===== src/design/modem_cfg_defines.svh =====
// register offsets, field positions, reset values and constants for the modem configuration bank
// Function
// - deviation bit 7 enables gaussian transmit shaping, reset value 1
// - deviation bits 6:4 hold tx_dev_exponent, reset value 6
// - deviation bits 3:0 hold tx_dev_mantissa, reset value 8
// - lower band deviation is fref times mantissa times 2^(exponent-16)
// - upper band deviation is fref times mantissa times 2^(exponent-15)
// - zero tx_dev_mantissa selects on-off keying for receive and transmit
// - settling field zero turns frequency control off, zero average used
// - settling 1,2,3 average over 1,2,4 bit pairs; reset value 2
// - afc bits 5:4 rx_dev_exponent reset 1; bits 3:0 rx_dev_mantissa reset 12
// - expected receive deviation is baud times mantissa times 2^(exponent-3) over 3
// - filter bit 7 bypasses analog filter, reset 0, advised from 76.8 kbaud
// - filter bits 6:5 decimator_input_shift, reset 0, advised by divisor value
// - filter bits 2:0 decimation_divisor, reset 0, divisor is value plus one
// - channel filter bandwidth is 307.2 khz over the decimation divisor
// - baud rate equals modem clock frequency divided by 8
`ifndef MODEM_CFG_DEFINES_SVH
`define MODEM_CFG_DEFINES_SVH
`define ADDR_W            8
`define OFS_TX_DEV        8'h0e
`define OFS_FREQ_CORR     8'h0f
`define OFS_CHAN_FILT     8'h10
`define RST_TX_DEV        8'he8
`define RST_FREQ_CORR     8'h9c
`define RST_CHAN_FILT     8'h00
`define RST_TX_SHIFT      5'h0a
`define RST_RX_SHIFT      3'h2
`define FILT_WR_MASK      8'he7
`define BAUD_DIV          4'h8
`define BAUD_DIV_LAST     4'h7
`define TX_EXP_OFS_LO     5'h10
`define TX_EXP_OFS_HI     5'h0f
`define RX_EXP_OFS        3'h3
`define FILT_BW_BASE_HZ   19'h4b000
`endif


===== src/design/modem_cfg_pkg.sv =====
// types shared by the modem configuration bank
package modem_cfg_pkg;
	typedef enum logic [1:0] {
		SETTLE_OFF  = 2'h0,
		SETTLE_FAST = 2'h1,
		SETTLE_MED  = 2'h2,
		SETTLE_SLOW = 2'h3
	} settle_t;
	typedef enum logic [2:0] {
		DIV_IDLE = 3'b001,
		DIV_RUN  = 3'b010,
		DIV_TICK = 3'b100
	} div_state_t;
endpackage : modem_cfg_pkg


===== src/design/rate_divider.sv =====
// programmable divider producing a one-cycle enable every n input enables
`timescale 1ns/100ps
`include "modem_cfg_defines.svh"
module rate_divider
	import modem_cfg_pkg::*;
(
	input  wire logic       clk,
	input  wire logic       rst_n,
	input  wire logic       en_in,
	input  wire logic [3:0] last,
	output logic            tick
);
	typedef struct packed {
		logic [3:0] cnt;
		logic       tick;
	} div_t;
	div_t st_reg;
	div_t st_next;

	always_comb begin
		st_next = st_reg;
		st_next.tick = 1'b0;
		if (en_in) begin
			if (st_reg.cnt >= last) begin
				st_next.cnt = 4'h0;
				st_next.tick = 1'b1;
			end else begin
				st_next.cnt = st_reg.cnt + 4'h1;
			end
		end
	end

	always_ff @(posedge clk) begin
		if (!rst_n) begin
			st_reg <= '0;
		end else begin
			st_reg <= st_next;
		end
	end

	assign tick = st_reg.tick;
endmodule : rate_divider


===== src/design/afc_averager.sv =====
// frequency control averager: mean of the last 2, 4 or 8 frequency samples (1, 2, 4 bit pairs)
`timescale 1ns/100ps
`include "modem_cfg_defines.svh"
module afc_averager
	import modem_cfg_pkg::*;
(
	input  wire logic        clk,
	input  wire logic        rst_n,
	input  wire logic        sample_en,
	input  wire logic [11:0] freq_sample,
	input  wire logic [1:0]  settling,
	output logic [11:0]      freq_avg
);
	typedef struct packed {
		logic [7:0][11:0] hist;
		logic [11:0]      avg;
	} avg_st_t;
	avg_st_t     st_reg;
	avg_st_t     st_next;
	logic [14:0] sum2;
	logic [14:0] sum4;
	logic [14:0] sum8;

	always_comb begin
		sum2 = 15'(st_reg.hist[0]) + 15'(st_reg.hist[1]);
		sum4 = sum2 + 15'(st_reg.hist[2]) + 15'(st_reg.hist[3]);
		sum8 = sum4 + 15'(st_reg.hist[4]) + 15'(st_reg.hist[5])
			+ 15'(st_reg.hist[6]) + 15'(st_reg.hist[7]);
		st_next = st_reg;
		if (sample_en) begin
			st_next.hist = {st_reg.hist[6:0], freq_sample};
		end
		unique case (settle_t'(settling))
			SETTLE_OFF:  st_next.avg = 12'h000;
			SETTLE_FAST: st_next.avg = sum2[12:1];
			SETTLE_MED:  st_next.avg = sum4[13:2];
			SETTLE_SLOW: st_next.avg = sum8[14:3];
		endcase
	end

	always_ff @(posedge clk) begin
		if (!rst_n) begin
			st_reg <= '0;
		end else begin
			st_reg <= st_next;
		end
	end

	assign freq_avg = st_reg.avg;
endmodule : afc_averager


===== src/design/modem_cfg_regs.sv =====
// modem configuration register bank with derived modem controls
`timescale 1ns/100ps
`include "modem_cfg_defines.svh"
module modem_cfg_regs
	import modem_cfg_pkg::*;
(
	input  wire logic              clk,
	input  wire logic              rst_n,
	input  wire logic [`ADDR_W-1:0] addr,
	input  wire logic [7:0]        wdata,
	input  wire logic              wr_en,
	input  wire logic              rd_en,
	output logic [7:0]             rdata,
	input  wire logic              upper_band,
	input  wire logic              modem_clk_en,
	input  wire logic [11:0]       freq_sample,
	output logic                   gauss_shaping_on,
	output logic                   ook_mode,
	output logic [4:0]             tx_dev_shift,
	output logic [3:0]             tx_dev_mantissa,
	output logic [2:0]             rx_dev_shift,
	output logic [3:0]             rx_dev_mantissa,
	output logic                   baud_tick,
	output logic [11:0]            freq_avg,
	output logic                   analog_filter_skip,
	output logic [1:0]             decimator_input_shift,
	output logic                   decim_tick,
	output logic [18:0]            filter_bw_hz
);
	typedef struct packed {
		logic [7:0]  tx_deviation_ctrl;
		logic [7:0]  freq_correction_ctrl;
		logic [7:0]  channel_filter_ctrl;
		logic [7:0]  rdata;
		logic        ook;
		logic [4:0]  tx_shift;
		logic [2:0]  rx_shift;
		logic [18:0] bw;
	} regs_t;
	regs_t       st_reg;
	regs_t       st_next;
	logic [2:0]  decimation_divisor_field;
	logic [3:0]  decim_last;
	logic [2:0]  tx_exp;
	logic [1:0]  rx_exp;

	assign decimation_divisor_field = st_reg.channel_filter_ctrl[2:0];
	assign decim_last    = {1'b0, decimation_divisor_field};
	assign tx_exp        = st_reg.tx_deviation_ctrl[6:4];
	assign rx_exp        = st_reg.freq_correction_ctrl[5:4];

	always_comb begin
		st_next = st_reg;
		st_next.rdata = 8'h00;
		if (wr_en) begin
			unique case (addr)
				`OFS_TX_DEV:    st_next.tx_deviation_ctrl = wdata;
				`OFS_FREQ_CORR: st_next.freq_correction_ctrl = wdata;
				// reserved bits never stored, so they read back as zero
				`OFS_CHAN_FILT: st_next.channel_filter_ctrl = wdata & `FILT_WR_MASK;
				default:        st_next.rdata = 8'h00;
			endcase
		end
		// unmapped reads answer zero
		if (rd_en) begin
			unique case (addr)
				`OFS_TX_DEV:    st_next.rdata = st_reg.tx_deviation_ctrl;
				`OFS_FREQ_CORR: st_next.rdata = st_reg.freq_correction_ctrl;
				`OFS_CHAN_FILT: st_next.rdata = st_reg.channel_filter_ctrl;
				default:        st_next.rdata = 8'h00;
			endcase
		end
		st_next.ook = (st_reg.tx_deviation_ctrl[3:0] == 4'h0);
		// net power of two applied to fref*mantissa is exponent minus this offset
		st_next.tx_shift = upper_band ? (`TX_EXP_OFS_HI - 5'(tx_exp))
			: (`TX_EXP_OFS_LO - 5'(tx_exp));
		st_next.rx_shift = `RX_EXP_OFS - 3'(rx_exp);
		// divide the base bandwidth by the divisor, one cycle late
		st_next.bw = 19'(`FILT_BW_BASE_HZ / (19'(decimation_divisor_field) + 19'h1));
	end

	always_ff @(posedge clk) begin
		if (!rst_n) begin
			st_reg.tx_deviation_ctrl    <= `RST_TX_DEV;
			st_reg.freq_correction_ctrl <= `RST_FREQ_CORR;
			st_reg.channel_filter_ctrl  <= `RST_CHAN_FILT;
			st_reg.rdata                <= 8'h00;
			st_reg.ook                  <= 1'b0;
			st_reg.tx_shift             <= `RST_TX_SHIFT;
			st_reg.rx_shift             <= `RST_RX_SHIFT;
			st_reg.bw                   <= `FILT_BW_BASE_HZ;
		end else begin
			st_reg <= st_next;
		end
	end

	rate_divider u_baud (
		.clk   (clk),
		.rst_n (rst_n),
		.en_in (modem_clk_en),
		.last  (`BAUD_DIV_LAST),
		.tick  (baud_tick)
	);

	rate_divider u_decim (
		.clk   (clk),
		.rst_n (rst_n),
		.en_in (modem_clk_en),
		.last  (decim_last),
		.tick  (decim_tick)
	);

	afc_averager u_afc (
		.clk         (clk),
		.rst_n       (rst_n),
		.sample_en   (baud_tick),
		.freq_sample (freq_sample),
		.settling    (st_reg.freq_correction_ctrl[7:6]),
		.freq_avg    (freq_avg)
	);

	assign rdata                 = st_reg.rdata;
	assign gauss_shaping_on      = st_reg.tx_deviation_ctrl[7];
	assign tx_dev_mantissa       = st_reg.tx_deviation_ctrl[3:0];
	assign ook_mode              = st_reg.ook;
	assign tx_dev_shift          = st_reg.tx_shift;
	assign rx_dev_mantissa       = st_reg.freq_correction_ctrl[3:0];
	assign rx_dev_shift          = st_reg.rx_shift;
	assign analog_filter_skip    = st_reg.channel_filter_ctrl[7];
	assign decimator_input_shift = st_reg.channel_filter_ctrl[6:5];
	assign filter_bw_hz          = st_reg.bw;
endmodule : modem_cfg_regs


===== config.mk =====
export PLATFORM = sky130hd
export DESIGN_NAME = modem_cfg_regs
export DESIGN_NICKNAME = d
export VERILOG_FILES = /design/src/design/modem_cfg_pkg.sv /design/src/design/rate_divider.sv /design/src/design/afc_averager.sv /design/src/design/modem_cfg_regs.sv
export VERILOG_INCLUDE_DIRS = /design/src /design/src/design
export SDC_FILE = /design/constraint.sdc
export NUM_CORES = 1
export LEC_CHECK = 0
export ABC_AREA = 1
export ABC_CLOCK_PERIOD_IN_PS = 49600
export BUFFER_PORTS_ARGS = -buffer_cell sky130_fd_sc_hd__buf_2
export CORE_UTILIZATION = 35
export CTS_CLUSTER_SIZE = 8
export DETAILED_ROUTE_END_ITERATION = 8
export GPL_TIMING_DRIVEN = 0
export PLACE_DENSITY_LB_ADDON = 0.05
export SYNTH_ARGS = -nofsm -noshare
export SYNTH_HDL_FRONTEND = slang
export SYNTH_SLANG_ARGS = --single-unit

===== constraint.sdc =====
create_clock -name clk -period 49.6 [get_ports clk]
set_clock_uncertainty 0.2 [all_clocks]
set_input_delay 4.96 -clock clk [delete_from_list [all_inputs] [get_ports clk]]
set_output_delay 4.96 -clock clk [all_outputs]
set_load 0.005 [all_outputs]

## Word level (Yosys, flattened, before mapping)

Cells that the tools add are included.

| storage, ports and cells | value |
|---|---|
| register bits after elaboration | 176 |
| bits of input ports | 34 |
| output and inout port bits | 62 |
| logic and storage cells | 57 |

| cells by class | value |
|---|---|
| add/sub/neg operators | 13 |
| divide/modulo/power cells | 1 |
| order comparisons | 2 |
| equality and inequality tests | 6 |
| multiplexer cells | 8 |
| reduce and logical (&&, ||, !) cells | 6 |

Operators with widths:

| cell | count |
|---|---|
| 15-bit by 12-bit adder with 15-bit output | 6 |
| 12-bit case mux with 4 select lines | 1 |
| 8-bit case mux with 3 select lines | 1 |
| 19-bit by 19-bit divider with 19-bit output, first input constant | 1 |
| 8-bit by 4-bit == test with 1-bit output, second input constant | 2 |
| 12-bit by 12-bit adder with 13-bit output | 1 |
| 4-bit by 1-bit adder with 4-bit output, second input constant | 2 |
| 8-bit by 5-bit == test with 1-bit output, second input constant | 1 |
| 4-bit two-way mux | 2 |
| 8-bit two-way mux | 1 |
| 2-bit AND reduction | 4 |
| 5-bit two-way mux | 1 |
| 4-bit by 3-bit subtractor with 5-bit output, first input constant | 1 |
| 5-bit by 3-bit subtractor with 5-bit output, first input constant | 1 |
| 3-bit by 1-bit adder with 4-bit output, second input constant | 1 |
| 2-bit == test, second input constant | 2 |
| 4-bit by 3-bit >= comparator with 1-bit output | 1 |
| 4-bit by 3-bit >= comparator with 1-bit output, second input constant | 1 |
| 4-bit zero test | 1 |
| 2-bit by 2-bit subtractor with 3-bit output, first input constant | 1 |
| 2-bit by 1-bit == test with 1-bit output, second input constant | 1 |
| 2-bit zero test | 1 |
| 1-bit two-way mux | 2 |

## Logic depth before layout (Yosys ltp)

| logic depth | value |
|---|---|
| word-level depth | 8 |
| gate-level depth with buffers | 179 |
| depth with buffers taken out | 173 |

## By module

From an unflattened synthesis, not the netlist that was laid out.

| unflattened totals | value |
|---|---|
| cell total of the unflattened synthesis | 2,822 |
| area total of the unflattened synthesis | 17,415.5 um^2 |

By module, submodules not included:

| module | instances | cells each | area each (um^2) | seq. area each (um^2) |
|---|---|---|---|---|
| modem_cfg_regs | 1 | 1,796 | 9,858.2 | 1,141.1 |
| afc_averager | 1 | 948 | 6,951.7 | 2,162.1 |
| rate_divider | 2 | 39 | 302.8 | 100.1 |

## Least setup slack after synthesis

No wires, ideal clock.

| path | value |
|---|---|
| path kind | register to register |
| start | reg st_reg, in the netlist decim_last[1] |
| end | reg st_reg, in the netlist filter_bw_hz[0] |
| library setup time | 0.120 ns |
| data arrival time | 20.768 ns |
| required time | 49.280 ns |
| setup slack | 28.512 ns |
| cell stages (with the launch flop) | 166 |
| buffers on the path | 7 |
| period minus slack after synthesis | 21.088 ns |
| cells stage by stage | dfxtp_1 inv_1 ha_1 buf_6 inv_2 nor3_1 inv_1 ha_1 nand2_1 a21oi_1 nand3_1 nand2_1 inv_1 ha_1 nand2_1 inv_1 nand2_2 nand2_4 [130 not listed] ha_1 a21oi_1 and2_1 nor2_1 inv_1 nand2_1 nor2_2 nand3_2 nand2_1 o21ai_0 ha_1 nand2_1 o21bai_1 nand2_1 nand3_1 nand2_1 nor2_1 a21oi_1 |

| between the ends | value |
|---|---|
| cells in the longest elaborated chain, start to end | 2 |

Ends and longest elaborated chain:

| what | RTL line | text |
|---|---|---|
| from (decl) | modem_cfg_regs.sv:40 | `regs_t st_reg;` |
| from (signal assigned) | modem_cfg_regs.sv:93 | `st_reg <= st_next;` |
| 3-bit by 1-bit adder with 4-bit output | modem_cfg_regs.sv:79 | `` st_next.bw = 19'(`FILT_BW_BASE_HZ / (19'(decimation_divisor_field) + 19'h1)); `` |
| 19-bit by 19-bit divider with 19-bit output (no line) | -- |  |

No other way between the ends.
A chain may end at the register's enable or synchronous reset.

## Final worst setup path

Same ends and word-level chain as after synthesis.

==> summary.md <==
| Metric | Value |
|---|---|
| EDFF count, synth | 0 |
| Vias in the first global route | 15,949 |
| Via count | roughly 16,000 |
| Clk slew on worst S/H paths | approximately 0.090 ns |
| Drt drc | 0 |
| Htree depth | 4 |
| CP arrival | 25.90 ns |
| Hold slack | 0.2072 ns |
| IO Count | 96 |
| Final max-slew violation count | 0 |
| Worst hold stages | 1 |
| Startpoint types | register |
| Final setup viols | 0 |
| FP Rows | 80 |
| Gpl congestion | 0.8961 |
| Post-Syn Area | between 15,000 and 20,000 um^2 |
| Die area | roughly 50,000 um^2 |
| DR WL/cell | 15.08 um |
| Final Critical Period | 25.75 ns |
| Worst-path maximum fanout | 10 |
| Slew HR | 20.41% |
| Fmax | 38.84 MHz |
| Met2 Track Usage GR | between 30% and 40% |
| Largest net degree at the start of global routing | 20 |
| Drt initial violations | 917 |
| GR met3 Demand/Resource | 2.479% |
| Area of the core | 48,150 um^2 |
| Post-CTS Setup Bufs | 0 |
| Post-route insts no fill | 3,366 |
| Global route hottest layer | met2 |
| Synth Instances | 2,583 |
| Die height | 223.7 um |
| Gr ovfl total | 0 |
| Place WS | ~24 ns |
| Cts repair resizes | 0 |
| Initial antenna violation count | 1 |
| Delay of the slowest cell on the worst path | approximately 0.65 ns |
| Clk buf depth | 2 |
| First-pass GRT wire length | 82,330 um |
| Total clock sinks | 175 |
| Crit end category | register |
| Seq/Total Area, Yosys | approximately a fifth |
| Setup slack after layout | 23.85 ns |
| Fraction of layout instances using a drive strength above 1 | 17.90% |
| Area Growth Syn to Fin | 11.05% |
| Primary FF master, synth | dfxtp_1 |
| Met1 Usage GRT | around a quarter |
| Final net count | 2,865 |
| Mapped Nets | 2,752 |
| Final hold vios | 0 |
| CP required | 49.75 ns |
| Vias per cell | 4.821 |
| Tcrit/Tclk final | 51.91% |
| Flops & latches, synth | 175 |
| Distinct cell type count after synthesis | 60 |
| Max stage delay cell, worst path | ha_1 |
| Number of synthesis warnings | 0 |
| Syn_area_per_cell | 6.658 um^2 |
| Initial core utilization | 35.72% |
| Status | finished clean |
| RSZ-0062 raised after global routing | no |
| CTS tree | done |
| R2R cell count | 165 |
| Max-Cap Viols | 0 |
| Dpl hpwl | 41,170 um |
| Num CTS Buffers | 17 |
| Max reg flops | 96 |
| All-layer global routing usage | 20.81% |
| Worst-Skew Late Latency | 0.48 ns |
| Die width | 223.7 um |
| Clock root buffer | clkbuf_16 |
| Total routed wirelength | 50,750 um |
| Final TNS setup | 0 ns |
| # port buffers | 94 |
| Async SR Flop Fraction | 0% |
| Pre-Repair DR Iteration Count | 5 |
| Most frequent CP cell | nand2_1 |
| Slew @ Worst Pin | 1.181 ns |
| # placed instances | 3,333 |
| Critical path class | register to register |
| Worst Hold Class | register to register |
| Detail Route Antenna Nets | 0 |
| CTS Hold Bufs | 0 |
-- per-layer routing --
| layer | vias to the layer above | wire, um |
|---|---|---|
| li1 | 8418 | - |
| met1 | 7446 | 23990 |
| met2 | 283 | 23500 |
| met3 | 80 | 1517 |
| met4 | 0 | 1748 |
| met5 | - | 0 |
-- critical path: cells and delay by family (launching register included) --
family                     cells  cell delay [ns]
buffers and inverters         31             3.22
adders and majority gates     18             6.11
DFF                            1             0.49
and+or+nand+nor               94            11.37
AOI/OAI and AO/OA             22             4.15
-- placed cells by master (no fill, tap or decap), drive strengths merged, types with 9 or more instances in the layout --
master and n:
xor2 46, nand3 226, nand4 65, ha 87, nand2 598, o22ai 9, o21bai 15, fa 48
clkinv 14, dfxtp 175, buf 172, o21ai 181, a21oi 131, nand3b 13, inv 420, xnor2 23
nor2 352, nor3 25, clkbuf 60
-- synth_stat cells (all sizes together), types with 15 or more instances --
| cell type | instances | area (um^2) |
|---|---|---|
| a21oi | 131 | 659.4 |
| buf | 78 | 628.1 |
| clkbuf | 42 | 227.7 |
| dfxtp | 175 | 3503 |
| fa | 48 | 960.9 |
| ha | 87 | 1089 |
| inv | 412 | 1554 |
| nand2 | 598 | 2734 |
| nand3 | 226 | 1496 |
| nand4 | 65 | 431.7 |
| nor2 | 352 | 1567 |
| nor3 | 25 | 157.6 |
| o21ai | 181 | 943.4 |
| o21bai | 15 | 112.6 |
| xnor2 | 23 | 201.4 |
| xor2 | 46 | 402.9 |
-- final timing paths --
| kind | from | slack [ns] | to |
|---|---|---|---|
| hold reg to reg | rx_exp[1] | 0.21 | rx_dev_shift[1] |
| hold / removal | rx_exp[1] | 0.21 | rx_dev_shift[1] |
| setup reg to reg | decim_last[1] | 23.85 | filter_bw_hz[0] |
| setup / recovery | decim_last[1] | 23.85 | filter_bw_hz[0] |
-- cell families after synthesis --
family | after synthesis | share of synthesized area (%)
AOI/OAI and AO/OA | 368 | 11.70
xor gates and xnor gates | 69 | 3.514
adders and majority gates | 135 | 11.92
buffers and inverters | 543 | 14.30
DFF | 175 | 20.37
other | 1 | 0.02181
and+or+nand+nor | 1292 | 38.17
-- per-stage QoR --
step | area [um^2] | utilization (%)
global placement | 18490 | 38.40
floorplan | 17200 | -
detailed placement | 18490 | 38.40
global route | 19100 | 39.67
finish | 19100 | 39.67
CTS | 19100 | 39.66
-- layout make-up --
class / count / area [um^2]
flip-flops and latches: 175 / 3503
inverters: 423 / 1604
repair buffers: 94 / 470.5
clock buffers: 18 / 439.2
multi-input cells: 1865 / 11230
plain buffers: 120 / 855.8
diodes: 1 / 2.502
well taps: 656 / 820.8
clock inverters: 14 / 167.7
fillers: 5221 / 29050
Power is left out: the tool's default activity adds up to more than one toggle a clock period on the data nets, which glitch-free logic cannot reach.
